### config.mk
export PLATFORM = sky130hd
export DESIGN_NAME = icsr_top
export DESIGN_NICKNAME = d
export VERILOG_FILES = /design/src/icsr_pkg.sv /design/src/icsr_edge_det.sv /design/src/icsr_arbiter.sv /design/src/icsr_top.sv
export VERILOG_INCLUDE_DIRS = /design/src
export SDC_FILE = /design/constraint.sdc
export NUM_CORES = 1
export LEC_CHECK = 0
export ABC_CLOCK_PERIOD_IN_PS = 9600
export BUFFER_PORTS_ARGS = -buffer_cell sky130_fd_sc_hd__buf_2
export CAP_MARGIN = 15
export CORE_ASPECT_RATIO = 1.1
export CORE_UTILIZATION = 40
export CTS_CLUSTER_SIZE = 40
export DETAILED_ROUTE_END_ITERATION = 8
export PLACE_DENSITY = 0.72
export SYNTH_ARGS = -nofsm -noshare
export SYNTH_HDL_FRONTEND = slang
export SYNTH_SLANG_ARGS = --single-unit
### constraint.sdc
create_clock -name CLK_SYS_I -period 9.6 [get_ports CLK_SYS_I]
set_input_delay 0 -clock CLK_SYS_I [delete_from_list [all_inputs] [get_ports CLK_SYS_I]]
set_output_delay 0 -clock CLK_SYS_I [all_outputs]
set_load 0.01 [all_outputs]
### src/icsr_regs.svh
`ifndef ICSR_REGS_SVH
`define ICSR_REGS_SVH
`define ICSR_OFF_STATUS    12'h000
`define ICSR_OFF_CORCTL    12'h004
`define ICSR_OFF_CTL1      12'h008
`define ICSR_OFF_CTL2      12'h00C
`define ICSR_OFF_FLAG      12'h010
`define ICSR_OFF_ENABLE    12'h014
`define ICSR_OFF_PRIO      12'h018
`define ICSR_OFF_PEND      12'h01C
`define ICSR_OFF_IRQ_STAT  12'h020
`define ICSR_OFF_IRQ_MASK  12'h024
`define ICSR_STATUS_LVL_LSB 5
`define ICSR_CORCTL_HIGH    3
`define ICSR_CTL1_NEST      15
`define ICSR_CTL1_TRAP_MASK 16'h001E
`define ICSR_CTL2_ALT       15
`define ICSR_CTL2_DIS       14
`define ICSR_CTL2_EDGE_MASK 16'h0007
`define ICSR_LVL_USER_MAX   4'h7
`define ICSR_RESET_VAL      16'h0000
`endif

### src/icsr_pkg.sv
package icsr_pkg;
    typedef logic [3:0] icsr_level_t;
    typedef logic [6:0] icsr_vector_t;
    typedef enum logic [1:0] {ICSR_IDLE, ICSR_ACCESS} icsr_apb_state_t;
endpackage

### src/icsr_edge_det.sv
`timescale 1ns/1ps
`default_nettype none
module icsr_edge_det
    import icsr_pkg::*;
(
    input  wire logic clk_i,
    input  wire logic rst_b_i,
    input  wire logic pin_i,
    input  wire logic falling_i,
    output logic      pulse_o
);
    logic sync1;
    logic sync2;
    logic last;
    always_ff @(posedge clk_i or negedge rst_b_i) begin
        if (!rst_b_i) begin
            sync1 <= 1'b0;
            sync2 <= 1'b0;
            last  <= 1'b0;
        end else begin
            sync1 <= pin_i;
            sync2 <= sync1;
            last  <= sync2;
        end
    end
    // polarity select: 1 falling, 0 rising
    assign pulse_o = falling_i ? (last & ~sync2) : (~last & sync2);
endmodule // icsr_edge_det
`default_nettype wire

### src/icsr_arbiter.sv
`timescale 1ns/1ps
`default_nettype none
module icsr_arbiter
    import icsr_pkg::*;
#(
    parameter int NSRC = 8
) (
    input  wire logic [NSRC-1:0]   req_i,
    input  wire logic [3*NSRC-1:0] prio_i,
    input  wire icsr_level_t       cpu_level_i,
    output logic                   valid_o,
    output icsr_vector_t           vector_o,
    output icsr_level_t            level_o
);
    // descending scan, so the lowest index wins among equal priorities
    always_comb begin
        valid_o  = 1'b0;
        vector_o = 7'h00;
        level_o  = 4'h0;
        for (int i = NSRC - 1; i >= 0; i--) begin
            if (req_i[i] && {1'b0, prio_i[3*i +: 3]} > cpu_level_i &&
                (!valid_o || prio_i[3*i +: 3] >= level_o[2:0])) begin
                valid_o  = 1'b1;
                vector_o = 7'(i);
                level_o  = {1'b0, prio_i[3*i +: 3]};
            end
        end
    end
endmodule // icsr_arbiter
`default_nettype wire

### src/icsr_top.sv
`timescale 1ns/1ps
`default_nettype none
`include "icsr_regs.svh"
module icsr_top
    import icsr_pkg::*;
#(
    parameter int NSRC = 8
) (
    input  wire logic              CLK_SYS_I,
    input  wire logic              RST_B_I,
    input  wire logic              PSEL_I,
    input  wire logic              PENABLE_I,
    input  wire logic              PWRITE_I,
    input  wire logic [11:0]       PADDR_I,
    input  wire logic [31:0]       PWDATA_I,
    output logic      [31:0]       PRDATA_O,
    output logic                   PREADY_O,
    output logic                   PSLVERR_O,
    input  wire logic [NSRC-1:0]   SRC_EVENT_I,
    input  wire logic [2:0]        EXT_PIN_I,
    input  wire logic [3:0]        TRAP_EVENT_I,
    input  wire logic              DISABLE_INSTR_I,
    input  wire logic              ACK_I,
    output logic                   CPU_REQ_O,
    output logic [6:0]             CPU_VECTOR_O,
    output logic [3:0]             CPU_LEVEL_O,
    output logic                   ALT_TABLE_O,
    output logic                   IRQ_O
);
    logic [2:0]       cpu_priority_low;
    logic             cpu_priority_high;
    logic             nesting_disable;
    logic [3:0]       trap_flags;
    logic             alternate_table_select;
    logic             intr_disable_instr_active;
    logic [2:0]       ext_edge_polarity;
    logic [NSRC-1:0]  request_flag_bank;
    logic [NSRC-1:0]  request_enable_bank;
    logic [3*NSRC-1:0] source_priority_bank;
    icsr_vector_t     pending_vector_number;
    icsr_level_t      pending_level;
    logic [1:0]       irq_status;
    logic [1:0]       irq_mask;
    logic             dis_sync1;
    logic             dis_sync2;
    logic [2:0]       ext_pulse;
    logic             arb_valid;
    icsr_vector_t     arb_vector;
    icsr_level_t      arb_level;

    // apb decode; zero wait state so pready is a registered constant high
    wire         wr_en  = PSEL_I & PENABLE_I & PWRITE_I;
    wire         rd_en  = PSEL_I & ~PENABLE_I & ~PWRITE_I;
    wire [15:0]  wdata  = PWDATA_I[15:0];
    wire         hit_st = PADDR_I == `ICSR_OFF_STATUS;
    wire         hit_cc = PADDR_I == `ICSR_OFF_CORCTL;
    wire         hit_c1 = PADDR_I == `ICSR_OFF_CTL1;
    wire         hit_c2 = PADDR_I == `ICSR_OFF_CTL2;
    wire         hit_fl = PADDR_I == `ICSR_OFF_FLAG;
    wire         hit_en = PADDR_I == `ICSR_OFF_ENABLE;
    wire         hit_pr = PADDR_I == `ICSR_OFF_PRIO;
    wire         hit_pe = PADDR_I == `ICSR_OFF_PEND;
    wire         hit_is = PADDR_I == `ICSR_OFF_IRQ_STAT;
    wire         hit_im = PADDR_I == `ICSR_OFF_IRQ_MASK;
    wire         hit_any = hit_st | hit_cc | hit_c1 | hit_c2 | hit_fl | hit_en |
                           hit_pr | hit_pe | hit_is | hit_im;

    // external pins feed sources 0..2 through selectable edge detect
    genvar g;
    generate
        for (g = 0; g < 3; g++) begin : g_ext
            icsr_edge_det u_edge (
                .clk_i     (CLK_SYS_I),
                .rst_b_i   (RST_B_I),
                .pin_i     (EXT_PIN_I[g]),
                .falling_i (ext_edge_polarity[g]),
                .pulse_o   (ext_pulse[g])
            );
        end
    endgenerate

    wire [NSRC-1:0] set_src = SRC_EVENT_I | {{(NSRC-3){1'b0}}, ext_pulse};
    // set wins over a software clear in the same cycle
    wire [NSRC-1:0] next_flag = (wr_en && hit_fl) ?
        ((request_flag_bank & wdata[NSRC-1:0]) | set_src) :
        (request_flag_bank | set_src);
    wire [NSRC-1:0] fwd_req = request_flag_bank & request_enable_bank;

    wire [3:0] cpu_level = {cpu_priority_high, cpu_priority_low};
    wire [3:0] next_trap = (wr_en && hit_c1) ?
        ((trap_flags & wdata[4:1]) | TRAP_EVENT_I) : (trap_flags | TRAP_EVENT_I);

    icsr_arbiter #(.NSRC(NSRC)) u_arb (
        .req_i       (fwd_req),
        .prio_i      (source_priority_bank),
        .cpu_level_i (cpu_level),
        .valid_o     (arb_valid),
        .vector_o    (arb_vector),
        .level_o     (arb_level)
    );

    // interrupt events: bit0 any trap, bit1 new pending request
    wire [1:0] irq_evt = {arb_valid & ~CPU_REQ_O, |TRAP_EVENT_I};
    wire [1:0] next_irq_status = ((wr_en && hit_is) ? (irq_status & ~wdata[1:0]) : irq_status)
                                 | irq_evt;

    always_ff @(posedge CLK_SYS_I or negedge RST_B_I) begin
        if (!RST_B_I) begin
            dis_sync1 <= 1'b0;
            dis_sync2 <= 1'b0;
        end else begin
            dis_sync1 <= DISABLE_INSTR_I;
            dis_sync2 <= dis_sync1;
        end
    end

    always_ff @(posedge CLK_SYS_I or negedge RST_B_I) begin
        if (!RST_B_I) begin
            cpu_priority_low          <= 3'h0;
            cpu_priority_high         <= 1'b0;
            nesting_disable           <= 1'b0;
            trap_flags                <= 4'h0;
            alternate_table_select    <= 1'b0;
            intr_disable_instr_active <= 1'b0;
            ext_edge_polarity         <= 3'h0;
            request_flag_bank         <= '0;
            request_enable_bank       <= '0;
            source_priority_bank      <= '0;
            pending_vector_number     <= 7'h00;
            pending_level             <= 4'h0;
            irq_status                <= 2'h0;
            irq_mask                  <= 2'h0;
        end else begin
            request_flag_bank         <= next_flag;
            trap_flags                <= next_trap;
            irq_status                <= next_irq_status;
            intr_disable_instr_active <= dis_sync2;
            if (wr_en && hit_st && !nesting_disable) begin
                cpu_priority_low <= wdata[`ICSR_STATUS_LVL_LSB +: 3];
            end
            if (|TRAP_EVENT_I) begin
                cpu_priority_high <= 1'b1;
            end else if (wr_en && hit_cc && !wdata[`ICSR_CORCTL_HIGH]) begin
                cpu_priority_high <= 1'b0;
            end
            if (wr_en && hit_c1) begin
                nesting_disable <= wdata[`ICSR_CTL1_NEST];
            end
            if (wr_en && hit_c2) begin
                alternate_table_select <= wdata[`ICSR_CTL2_ALT];
                ext_edge_polarity      <= wdata[2:0];
            end
            if (wr_en && hit_en) begin
                request_enable_bank <= wdata[NSRC-1:0];
            end
            if (wr_en && hit_pr) begin
                source_priority_bank <= PWDATA_I[3*NSRC-1:0];
            end
            if (arb_valid) begin
                pending_vector_number <= arb_vector;
                pending_level         <= arb_level;
            end
            if (wr_en && hit_im) begin
                irq_mask <= wdata[1:0];
            end
        end
    end

    // read mux; unimplemented bits are zero by construction
    wire [15:0] rd_st = {8'h00, cpu_priority_low, 5'h00};
    wire [15:0] rd_cc = {12'h000, cpu_priority_high, 3'h0};
    wire [15:0] rd_c1 = {nesting_disable, 10'h000, trap_flags, 1'b0};
    wire [15:0] rd_c2 = {alternate_table_select, intr_disable_instr_active, 11'h000,
                         ext_edge_polarity};
    wire [15:0] rd_pe = {1'b0, pending_vector_number, 4'h0, pending_level};
    wire [31:0] rd_mux =
        hit_st ? {16'h0000, rd_st} :
        hit_cc ? {16'h0000, rd_cc} :
        hit_c1 ? {16'h0000, rd_c1} :
        hit_c2 ? {16'h0000, rd_c2} :
        hit_fl ? 32'(request_flag_bank) :
        hit_en ? 32'(request_enable_bank) :
        hit_pr ? 32'(source_priority_bank) :
        hit_pe ? {16'h0000, rd_pe} :
        hit_is ? {30'h0, irq_status} :
        hit_im ? {30'h0, irq_mask} : 32'h0000_0000;

    always_ff @(posedge CLK_SYS_I or negedge RST_B_I) begin
        if (!RST_B_I) begin
            PRDATA_O     <= 32'h0000_0000;
            PREADY_O     <= 1'b0;
            PSLVERR_O    <= 1'b0;
            CPU_REQ_O    <= 1'b0;
            CPU_VECTOR_O <= 7'h00;
            CPU_LEVEL_O  <= 4'h0;
            ALT_TABLE_O  <= 1'b0;
            IRQ_O        <= 1'b0;
        end else begin
            PREADY_O     <= 1'b1;
            PSLVERR_O    <= PSEL_I & ~PENABLE_I & ~hit_any;
            if (rd_en) begin
                PRDATA_O <= rd_mux;
            end
            CPU_REQ_O    <= arb_valid & ~ACK_I;
            CPU_VECTOR_O <= arb_vector;
            CPU_LEVEL_O  <= arb_level;
            ALT_TABLE_O  <= alternate_table_select;
            IRQ_O        <= |(next_irq_status & irq_mask);
        end
    end

    AST_FLAG_STICKY: assert property (@(posedge CLK_SYS_I) disable iff (!RST_B_I)
        (request_flag_bank[0] && !(wr_en && hit_fl)) |=> request_flag_bank[0])
        else $error("flag dropped without a write");
    AST_ENABLE_GATE: assert property (@(posedge CLK_SYS_I) disable iff (!RST_B_I)
        (request_enable_bank == '0) |=> !CPU_REQ_O)
        else $error("disabled source forwarded");
    AST_PRIO_WRITE: assert property (@(posedge CLK_SYS_I) disable iff (!RST_B_I)
        (wr_en && hit_pr) |=> source_priority_bank == $past(PWDATA_I[3*NSRC-1:0]))
        else $error("priority write lost");
    AST_LATCH: assert property (@(posedge CLK_SYS_I) disable iff (!RST_B_I)
        arb_valid |=> pending_vector_number == $past(arb_vector))
        else $error("vector not latched");
    AST_NEST_LOCK: assert property (@(posedge CLK_SYS_I) disable iff (!RST_B_I)
        (nesting_disable && wr_en && hit_st) |=> $stable(cpu_priority_low))
        else $error("level written while nesting disabled");
    AST_HIGH_NOSET: assert property (@(posedge CLK_SYS_I) disable iff (!RST_B_I)
        (!cpu_priority_high && TRAP_EVENT_I == 4'h0) |=> !cpu_priority_high)
        else $error("high level bit set by software");
    AST_LEVEL_BLOCK: assert property (@(posedge CLK_SYS_I) disable iff (!RST_B_I)
        (cpu_level >= `ICSR_LVL_USER_MAX) |-> !arb_valid)
        else $error("request above user ceiling");
    AST_DIS_FOLLOW: assert property (@(posedge CLK_SYS_I) disable iff (!RST_B_I)
        DISABLE_INSTR_I [*4] |-> intr_disable_instr_active)
        else $error("disable status not following");
    AST_TIE: assert property (@(posedge CLK_SYS_I) disable iff (!RST_B_I)
        (arb_valid && fwd_req[0] && source_priority_bank[2:0] == arb_level[2:0])
        |-> arb_vector == 7'h00)
        else $error("tie not won by lowest vector");

    // flag, enable and priority banks: flag hardware set and software clear checked apart so a set-wins slip shows
    AST_FLAG_SET: assert property (@(posedge CLK_SYS_I) disable iff (!RST_B_I)
        (SRC_EVENT_I != '0) |=> (request_flag_bank & $past(SRC_EVENT_I)) == $past(SRC_EVENT_I))
        else $error("source event did not set its flag");
    AST_FLAG_CLEAR: assert property (@(posedge CLK_SYS_I) disable iff (!RST_B_I)
        (wr_en && hit_fl && set_src == '0)
        |=> request_flag_bank == $past(request_flag_bank & wdata[NSRC-1:0]))
        else $error("flag write not applied");
    AST_ENABLE_WRITE: assert property (@(posedge CLK_SYS_I) disable iff (!RST_B_I)
        (wr_en && hit_en) |=> request_enable_bank == $past(wdata[NSRC-1:0]))
        else $error("enable write lost");
    AST_FWD_MASK: assert property (@(posedge CLK_SYS_I) disable iff (!RST_B_I)
        !request_enable_bank[0] |-> !(arb_valid && arb_vector == 7'h00))
        else $error("disabled source won arbitration");
    AST_PRIO_HOLD: assert property (@(posedge CLK_SYS_I) disable iff (!RST_B_I)
        !(wr_en && hit_pr) |=> $stable(source_priority_bank))
        else $error("priority changed without a write");

    // pending latch and request outputs
    AST_PEND_LEVEL: assert property (@(posedge CLK_SYS_I) disable iff (!RST_B_I)
        arb_valid |=> pending_level == $past(arb_level))
        else $error("level not latched");
    AST_PEND_HOLD: assert property (@(posedge CLK_SYS_I) disable iff (!RST_B_I)
        !arb_valid |=> $stable(pending_vector_number) && $stable(pending_level))
        else $error("latch moved with nothing pending");
    AST_VEC_OUT: assert property (@(posedge CLK_SYS_I) disable iff (!RST_B_I)
        arb_valid |=> CPU_VECTOR_O == $past(arb_vector))
        else $error("vector output not registered");
    AST_LEVEL_ABOVE: assert property (@(posedge CLK_SYS_I) disable iff (!RST_B_I)
        arb_valid |-> arb_level > cpu_level)
        else $error("winner not above cpu level");
    AST_PRIO_ZERO: assert property (@(posedge CLK_SYS_I) disable iff (!RST_B_I)
        arb_valid |-> arb_level != 4'h0)
        else $error("priority zero requested");
    AST_REQ_RAISE: assert property (@(posedge CLK_SYS_I) disable iff (!RST_B_I)
        (arb_valid && !ACK_I) |=> CPU_REQ_O)
        else $error("request not raised");
    AST_REQ_DROP: assert property (@(posedge CLK_SYS_I) disable iff (!RST_B_I)
        !arb_valid |=> !CPU_REQ_O)
        else $error("request without a winner");

    // cpu level: the high bit must never follow software upward
    AST_LOW_WRITE: assert property (@(posedge CLK_SYS_I) disable iff (!RST_B_I)
        (wr_en && hit_st && !nesting_disable) |=> cpu_priority_low == $past(wdata[7:5]))
        else $error("level write lost");
    AST_LOW_HOLD: assert property (@(posedge CLK_SYS_I) disable iff (!RST_B_I)
        !(wr_en && hit_st) |=> $stable(cpu_priority_low))
        else $error("level changed without a write");
    AST_HIGH_SET: assert property (@(posedge CLK_SYS_I) disable iff (!RST_B_I)
        (TRAP_EVENT_I != 4'h0) |=> cpu_priority_high)
        else $error("trap did not raise the level");
    AST_HIGH_CLEAR: assert property (@(posedge CLK_SYS_I) disable iff (!RST_B_I)
        (wr_en && hit_cc && !wdata[`ICSR_CORCTL_HIGH] && TRAP_EVENT_I == 4'h0)
        |=> !cpu_priority_high)
        else $error("high level bit not cleared");

    // control registers
    AST_NEST_WRITE: assert property (@(posedge CLK_SYS_I) disable iff (!RST_B_I)
        (wr_en && hit_c1) |=> nesting_disable == $past(wdata[15]))
        else $error("nesting write lost");
    AST_NEST_HOLD: assert property (@(posedge CLK_SYS_I) disable iff (!RST_B_I)
        !(wr_en && hit_c1) |=> $stable(nesting_disable))
        else $error("nesting changed without a write");
    AST_TRAP_SET: assert property (@(posedge CLK_SYS_I) disable iff (!RST_B_I)
        (TRAP_EVENT_I != 4'h0) |=> (trap_flags & $past(TRAP_EVENT_I)) == $past(TRAP_EVENT_I))
        else $error("trap flag not set");
    AST_TRAP_HOLD: assert property (@(posedge CLK_SYS_I) disable iff (!RST_B_I)
        !(wr_en && hit_c1) |=> (trap_flags & $past(trap_flags)) == $past(trap_flags))
        else $error("trap flag dropped without a write");
    AST_ALT_WRITE: assert property (@(posedge CLK_SYS_I) disable iff (!RST_B_I)
        (wr_en && hit_c2) |=> alternate_table_select == $past(wdata[15]))
        else $error("table select write lost");
    AST_ALT_OUT: assert property (@(posedge CLK_SYS_I) disable iff (!RST_B_I)
        1'b1 |=> ALT_TABLE_O == $past(alternate_table_select))
        else $error("table select output stale");
    AST_DIS_CLEAR: assert property (@(posedge CLK_SYS_I) disable iff (!RST_B_I)
        (!DISABLE_INSTR_I) [*4] |-> !intr_disable_instr_active)
        else $error("disable status stuck");
    AST_EDGE_WRITE: assert property (@(posedge CLK_SYS_I) disable iff (!RST_B_I)
        (wr_en && hit_c2) |=> ext_edge_polarity == $past(wdata[2:0]))
        else $error("polarity write lost");

    // bus side and event summary
    AST_UNMAPPED_ERR: assert property (@(posedge CLK_SYS_I) disable iff (!RST_B_I)
        (PSEL_I && !PENABLE_I && !hit_any) |=> PSLVERR_O)
        else $error("unmapped access not flagged");
    AST_UNMAPPED_ZERO: assert property (@(posedge CLK_SYS_I) disable iff (!RST_B_I)
        (rd_en && !hit_any) |=> PRDATA_O == 32'h0000_0000)
        else $error("unmapped read not zero");
    AST_MASK_WRITE: assert property (@(posedge CLK_SYS_I) disable iff (!RST_B_I)
        (wr_en && hit_im) |=> irq_mask == $past(wdata[1:0]))
        else $error("mask write lost");
    AST_IRQ_TRAP: assert property (@(posedge CLK_SYS_I) disable iff (!RST_B_I)
        (TRAP_EVENT_I != 4'h0) |=> irq_status[0])
        else $error("trap event not recorded");
    AST_IRQ_CLEAR: assert property (@(posedge CLK_SYS_I) disable iff (!RST_B_I)
        (wr_en && hit_is && irq_evt == 2'h0)
        |=> irq_status == $past(irq_status & ~wdata[1:0]))
        else $error("event status clear wrong");

    COV_REQ: cover property (@(posedge CLK_SYS_I) disable iff (!RST_B_I) CPU_REQ_O);
    COV_TRAP: cover property (@(posedge CLK_SYS_I) disable iff (!RST_B_I) |TRAP_EVENT_I);
    COV_IRQ: cover property (@(posedge CLK_SYS_I) disable iff (!RST_B_I) IRQ_O);
    COV_TIE: cover property (@(posedge CLK_SYS_I) disable iff (!RST_B_I)
        arb_valid && fwd_req[0] && fwd_req[1]);
    COV_NEST_LOCK: cover property (@(posedge CLK_SYS_I) disable iff (!RST_B_I)
        nesting_disable && wr_en && hit_st);
endmodule // icsr_top
`default_nettype wire

# Yosys cells after proc, flatten, opt, wreduce, memory -nomap -nowiden
# Index checks and enable logic that the tools add are counted.
# W data, S select, Z words.
[totals] input_bits=66 ff_bits=128 output_inout_bits=48
[op_classes] magnitude_cmp=15 bitwise=45 n_eq_ne=9 mux=42 n_reduce_logical=46
[ops] operator="$mux W24" n=7
[ops] operator="$eq A12 B5 Y1 const B" n=4
[ops] operator="$mux W3" n=16
[ops] operator="$gt A3 B4 Y1" n=8
[ops] operator="$logic_and A1 B1 Y1" n=26
[ops] operator="$eq A12 B4 Y1 const B" n=2
[ops] operator="$eq A12 B6 Y1 const B" n=2
[ops] operator="$ge A3 B3 Y1" n=7
[ops] operator="$and A8 B8 Y8" n=2
[ops] operator="$or A8 B8 Y8" n=2
[ops] operator="$mux W15" n=1
[ops] operator="$and A1 B1 Y1" n=13
[ops] operator="$mux W1" n=13
[ops] operator="$eq A12 B3 Y1 const B" n=1
[ops] operator="$logic_not A12 Y1" n=1
[ops] operator="$not A1 Y1" n=11
[ops] operator="$logic_not A1 Y1" n=9
[ops] operator="$or A1 B1 Y1" n=9
[ops] operator="$mux W8" n=1
[ops] operator="$or A4 B4 Y4" n=2
[ops] operator="$or A8 B3 Y8" n=1
[ops] operator="$logic_or A1 B1 Y1" n=7
[ops] operator="$mux W2" n=3
[ops] operator="$and A2 B2 Y2" n=2
[ops] operator="7 further kinds" n=7

# Longest topological paths before layout
[logic_depth] depth_word=35 mapped_depth=56 depth_no_buf=55

# Cells and area by module
# A second synthesis with hierarchy kept.
[unflattened] cells_unflattened=627 hier_area_um2=6939.2
[by_module_without_submodules] module="icsr_top" seq_area_each_um2=2777.7 instances=1 cells_per_inst=399 area_per_inst_um2=4972.3
[by_module_without_submodules] module="icsr_arbiter" seq_area_each_um2=0.0 instances=1 cells_per_inst=210 area_per_inst_um2=1674.1
[by_module_without_submodules] module="icsr_edge_det" seq_area_each_um2=75.1 instances=3 cells_per_inst=6 area_per_inst_um2=97.6

# Worst setup path after synthesis
# OpenSTA, ideal clock, no wires.
[synth_path] kind="register -> register" startpoint="reg cpu_priority_low[2]" endpoint="reg pending_vector_number[2]" arrival_time_ps=10087 required_ps=9535 stages_incl_launch_ff=55 path_slack_ps=-552 cell_sequence="dfrtp_1 > inv_1 > ha_1 > a311oi_4 > nand2_1 > nor2_1 > ha_1 > o21ai_0 > a21oi_1 > o211a_1 > or2_2 > ha_1 > nand2b_1 > a21o_1 > a21o_1 > o21a_4 > o21a_1 > ha_1 > [... 19 more ...] > a221oi_1 > nand2b_1 > ha_1 > nand2b_1 > a21o_1 > a21oi_1 > a21o_2 > nand2_1 > nor2_1 > a21oi_1 > ha_1 > nand2b_1 > a21o_1 > a21oi_1 > a21oi_2 > or2_1 > a2111oi_1 > a21o_1"
[synth_between] elab_chain_len=31
[synth_lines] element="start: declaration" line="icsr_top.sv:30" rtl="logic [2:0] cpu_priority_low;"
[synth_lines] element="start signal: assignment" line="icsr_top.sv:139" rtl="cpu_priority_low <= wdata[`ICSR_STATUS_LVL_LSB +: 3];"
[synth_lines] element="$gt A3 B4 Y1" line="icsr_arbiter.sv:21" rtl="if (req_i[i] && {1'b0, prio_i[3*i +: 3]} > cpu_level_i &&"
[synth_lines] element="$logic_and A1 B1 Y1" line="icsr_arbiter.sv:21"
[synth_lines] element="$mux W3 / $mux W1 (equally long branches)" line="icsr_arbiter.sv:21"
[synth_lines] element="$ge A3 B3 Y1 / $logic_not A1 Y1 (equally long branches)" line="icsr_arbiter.sv:22" rtl="(!valid_o || prio_i[3*i +: 3] >= level_o[2:0])) begin"
[synth_lines] element="$logic_or A1 B1 Y1" line="icsr_arbiter.sv:22"
[synth_lines] element="$logic_and A1 B1 Y1" line="icsr_arbiter.sv:21"
[synth_lines] element="$mux W3 / $mux W1 (equally long branches)" line="icsr_arbiter.sv:21"
[synth_lines] element="$ge A3 B3 Y1 / $logic_not A1 Y1 (equally long branches)" line="icsr_arbiter.sv:22"
[synth_lines] element="[... 16 more ...]"
[synth_lines] element="$logic_or A1 B1 Y1" line="icsr_arbiter.sv:22"
[synth_lines] element="$logic_and A1 B1 Y1" line="icsr_arbiter.sv:21"
[synth_lines] element="$mux W3 / $mux W1 (equally long branches)" line="icsr_arbiter.sv:21"
[synth_lines] element="$ge A3 B3 Y1 / $logic_not A1 Y1 (equally long branches)" line="icsr_arbiter.sv:22"
[synth_lines] element="$logic_or A1 B1 Y1" line="icsr_arbiter.sv:22"
[synth_lines] element="$logic_and A1 B1 Y1" line="icsr_arbiter.sv:21"
[synth_lines] element="$mux W3 *" line="icsr_arbiter.sv:21"
[synth_lines] element="via arb_vector[2]" line="icsr_top.sv:48" rtl="icsr_vector_t arb_vector;"
[synth_lines] element="end signal: assignment" line="icsr_top.sv:160" rtl="pending_vector_number <= arb_vector;"
[synth_lines] element="end: declaration" line="icsr_top.sv:40" rtl="icsr_vector_t pending_vector_number;"
# The timed path passes the listed nets; every way through them passes the cells marked *.
# A chain may end at the register's enable or synchronous reset.

# Worst setup path after layout
[layout_path] startpoint="reg source_priority_bank[21]" endpoint="reg pending_vector_number[2]"
[layout_between] elab_chain_len=31
[layout_lines] element="start: declaration" line="icsr_top.sv:39" rtl="logic [3*NSRC-1:0] source_priority_bank;"
[layout_lines] element="start signal: assignment" line="icsr_top.sv:157" rtl="source_priority_bank <= PWDATA_I[3*NSRC-1:0];"
[layout_lines] element="$gt A3 B4 Y1" line="icsr_arbiter.sv:21"
[layout_lines] element="$logic_and A1 B1 Y1" line="icsr_arbiter.sv:21"
[layout_lines] element="$mux W3 / $mux W1 (equally long branches)" line="icsr_arbiter.sv:21"
[layout_lines] element="$ge A3 B3 Y1 / $logic_not A1 Y1 (equally long branches)" line="icsr_arbiter.sv:22"
[layout_lines] element="$logic_or A1 B1 Y1" line="icsr_arbiter.sv:22"
[layout_lines] element="$logic_and A1 B1 Y1" line="icsr_arbiter.sv:21"
[layout_lines] element="$mux W3 / $mux W1 (equally long branches)" line="icsr_arbiter.sv:21"
[layout_lines] element="$ge A3 B3 Y1 / $logic_not A1 Y1 (equally long branches)" line="icsr_arbiter.sv:22"
[layout_lines] element="[... 16 more ...]"
[layout_lines] element="$logic_or A1 B1 Y1" line="icsr_arbiter.sv:22"
[layout_lines] element="$logic_and A1 B1 Y1" line="icsr_arbiter.sv:21"
[layout_lines] element="$mux W3 / $mux W1 (equally long branches)" line="icsr_arbiter.sv:21"
[layout_lines] element="$ge A3 B3 Y1 / $logic_not A1 Y1 (equally long branches)" line="icsr_arbiter.sv:22"
[layout_lines] element="$logic_or A1 B1 Y1" line="icsr_arbiter.sv:22"
[layout_lines] element="$logic_and A1 B1 Y1" line="icsr_arbiter.sv:21"
[layout_lines] element="$mux W3 *" line="icsr_arbiter.sv:21"
[layout_lines] element="via arb_vector[2]" line="icsr_top.sv:48"
# Marked as above.

==> flow_summary.toml <==
[synth]
async_flop_share_pct = 100
synth-seq-area-share_pct = 43.5
synthSimpleGateAreaFrac_pct = 14.8
muxShareOfSynthArea_pct = 9.56
yosys-top-cells-area = "dfrtp_1 (43%), ha_1 (8.9%), mux2_2 (7.5%)"
yosysMostFrequentCell = "dfrtp_1"
synth_top_area_share_pct = 43.5
synth_cell_types = 80
synth_compound_area_share_pct = 19.2
synth_flop_cell = "dfrtp_1"
synth_top_cell_by_area = "dfrtp_1"
synth_fa_ha_area_share_pct = 8.89
syn_avg_cell_area_um2 = 10.8
yosys-top-cells-count = "dfrtp_1 (110), nand2_1 (69), ha_1 (45)"
synth-edff-count = 0
synth_top_family_by_area = "compound AO/OA/AOI/OAI gates"
yosys_warnings = 0
synth_cells = 589
synth_area_um2 = 6330
synth_seq_cells = 110
synth_xor_area_share_pct = 0

[timing]
fmax_mhz = 106
period_share_pct = 98.5
whs_ns = 0.0868
rsz0062_at_grt = "true"
final-max-slew-violation-count = 0
tightest_slew_ns = 1.01
setup_viol = 0
slew_headroom_pct = 32.9
min_period_ns = 9.46
fin_setup_tns_ns = 0
fin_skew_ns = 0.00830
setup_ws_ns = 0.141
finalHoldViolations = 0

[cts]
path_clk_slew_ns = 0.08
cts_root_buffer = "clkbuf_16"
cts_tree = "yes"
numCtsBuffers = 9
clkLatencyLatePin_ns = 0.37
clockBufferDepth = 2
numClockSinks = 110
htreeDepth = 3

[placement]
placed_area_um2 = 7220
port_buffers = 92
preCtsSetupSlack_ns = -0.159
dp.cells = 879
gp_congestion = 0.852
hpwl_mm = 12.0

[worst_setup_path]
cp_slowest_stage_delay_ns = 0.41
worstPathArrival_ns = 9.77
path_buf_inv = 4
path_class = "flip-flop to flip-flop"
critPathRequiredTime_ns = 9.91
worstSetupStartpointType = "flip-flop"
cpLargestDelayFamily = "compound AO/OA/AOI/OAI gates"
crit_fanout = 5
cpMostUsedCell = "a21o_1"
cp-end-kind = "flip-flop"
cp_slowest_cell = "dfrtp_1"

[global_routing]
grt_pass1_vias = 5466
grt_first_pass_wirelength_mm = 27.3
overflow = 0
antenna_found_initial = 0
groute.usage.overall_pct = 21.7
grt_max_degree = 82

[run_status]
status = "finished clean"

[final_layout]
instances_no_fill = 966
drive_above_1_share_pct = 34.0
fin_util_pct = 54.6
fin_area_um2 = 8310
num_antenna_cells = 0
area_delta_synth_final_pct = 31.2
final_nets = 876

[floorplanning]
pin_count = 114
die-area_um2 = 16300
chipHeight_um = 134
rows = 47
die_w_um = 122
floorplan.initialDensity_pct = 41.6
coreArea_um2 = 15200

[pwr]
power_density_nw_per_um2 = 109
leakagePower_nw = 3.92
ir_worst_vdd_mv = 0.0947
p_total_mw = 0.908

[run]
maxCapViolations = 0

[routing]
drt_first_iter_violations = 265
routed_wirelength_mm = 17.1
ant_nets = 0
dr.max_layer_used = "met4"
routed-wl-met2_mm = 8.66
dr.pass1.iters = 4
wire_per_inst_um = 17.7
wl_met3_um = 872
via_per_inst = 5.48
route.detailed.drc = 0
num_vias = 5292
met1Wirelength_mm = 7.00

[min_path]
hp-class = "input port to async pin"
[where the power goes]
part | internal (mW) | total [mW] | switching, mW
Combinational | 0.0269 | 0.0597 | 0.0328
Clock | 0.185 | 0.380 | 0.195
Sequential | 0.466 | 0.468 | 0.00152
[layout by cell type, fill, tap and decap left out, types with 5 or more instances in the layout]
cell / netlist / final
dfrtp_1: 110 / 109
buf_2: 3 / 91
nand2_1: 69 / 67
dlygate4sd3_1: 0 / 53
mux2_2: 42 / 42
buf_4: 14 / 41
ha_1: 45 / 38
o21ai_0: 36 / 34
a21oi_1: 24 / 17
nor2_1: 20 / 17
conb_1: 2 / 14
a21o_1: 14 / 14
a22o_1: 13 / 13
inv_1: 15 / 12
nand2b_1: 17 / 11
mux2i_1: 11 / 11
nor3_1: 10 / 10
nand3_1: 9 / 9
clkbuf_16: 0 / 9
a21oi_2: 2 / 8
o31ai_1: 8 / 8
o21a_1: 7 / 7
a22oi_1: 9 / 7
ha_4: 0 / 7
nand2b_4: 0 / 6
o21ai_1: 5 / 6
nor2b_1: 5 / 5
[path summary, 6_finish.rpt]
kind	endpoint	start	slack, ns	depth (start not counted)
max in group asynchronous	cpu_priority_low[0]$_DFFE_PN0P_	RST_B_I	8.16	3
min in group CLK_SYS_I	PRDATA_O[15]$_DFFE_PN0P_	PADDR_I[5]	0.14	4
hold reg to reg	g_ext[1].u_edge.sync2$_DFF_PN0_	g_ext[1].u_edge.sync1$_DFF_PN0_	0.35	0
setup / recovery	pending_vector_number[2]$_DFFE_PN0N_	source_priority_bank[21]$_DFFE_PN0P_	0.14	53
hold / removal	source_priority_bank[21]$_DFFE_PN0P_	RST_B_I	0.09	2
setup reg to reg	pending_vector_number[2]$_DFFE_PN0N_	source_priority_bank[21]$_DFFE_PN0P_	0.14	53
[kinds of logic after synthesis]
logic type,Yosys count
AND/OR/NAND/NOR,170
AO/OA/AOI/OAI,160
flip-flops,110
multiplexers,55
buffers and inverters,47
adder cells (fa/ha/maj),45
other,2
[per-layer routing]
metal  track usage, %  vias up
met5                0        -
met4             9.81        0
met3             2.85       36
met2             37.8      160
met1             26.6     2612
li1                 -     2484
[registers in the layout, summed over array words and instances, names as in the netlist, 2 cells and up]
name                   cells
PRDATA_O                  24
source_priority_bank      24
request_enable_bank        8
request_flag_bank          8
trap_flags                 4
CPU_LEVEL_O                3
CPU_VECTOR_O               3
cpu_priority_low           3
ext_edge_polarity          3
g_ext.u_edge.last          3
g_ext.u_edge.sync1         3
g_ext.u_edge.sync2         3
pending_level              3
pending_vector_number      3
irq_mask                   2
irq_status                 2
[area by class of cell]
class / instances / area [µm²]
fillers: 1297 / 6920
multi-input cells: 444 / 3660
repair buffers: 185 / 1290
well taps: 196 / 245
clock inverters: 7 / 72.6
clock buffers: 9 / 225
flip-flops and latches: 110 / 2750
inverters: 15 / 56.3
[what timing repair did]
item	4_1_cts	5_1_grt
buffers inserted	12	6
pin swaps	8	6
gates resized for setup	5	15
endpoints found under the setup margin	2	12
hold endpoints to repair	91	0
cloned	0	0
hold buffers	53	0
No activity file was read; power rests on OpenSTA's default activity.
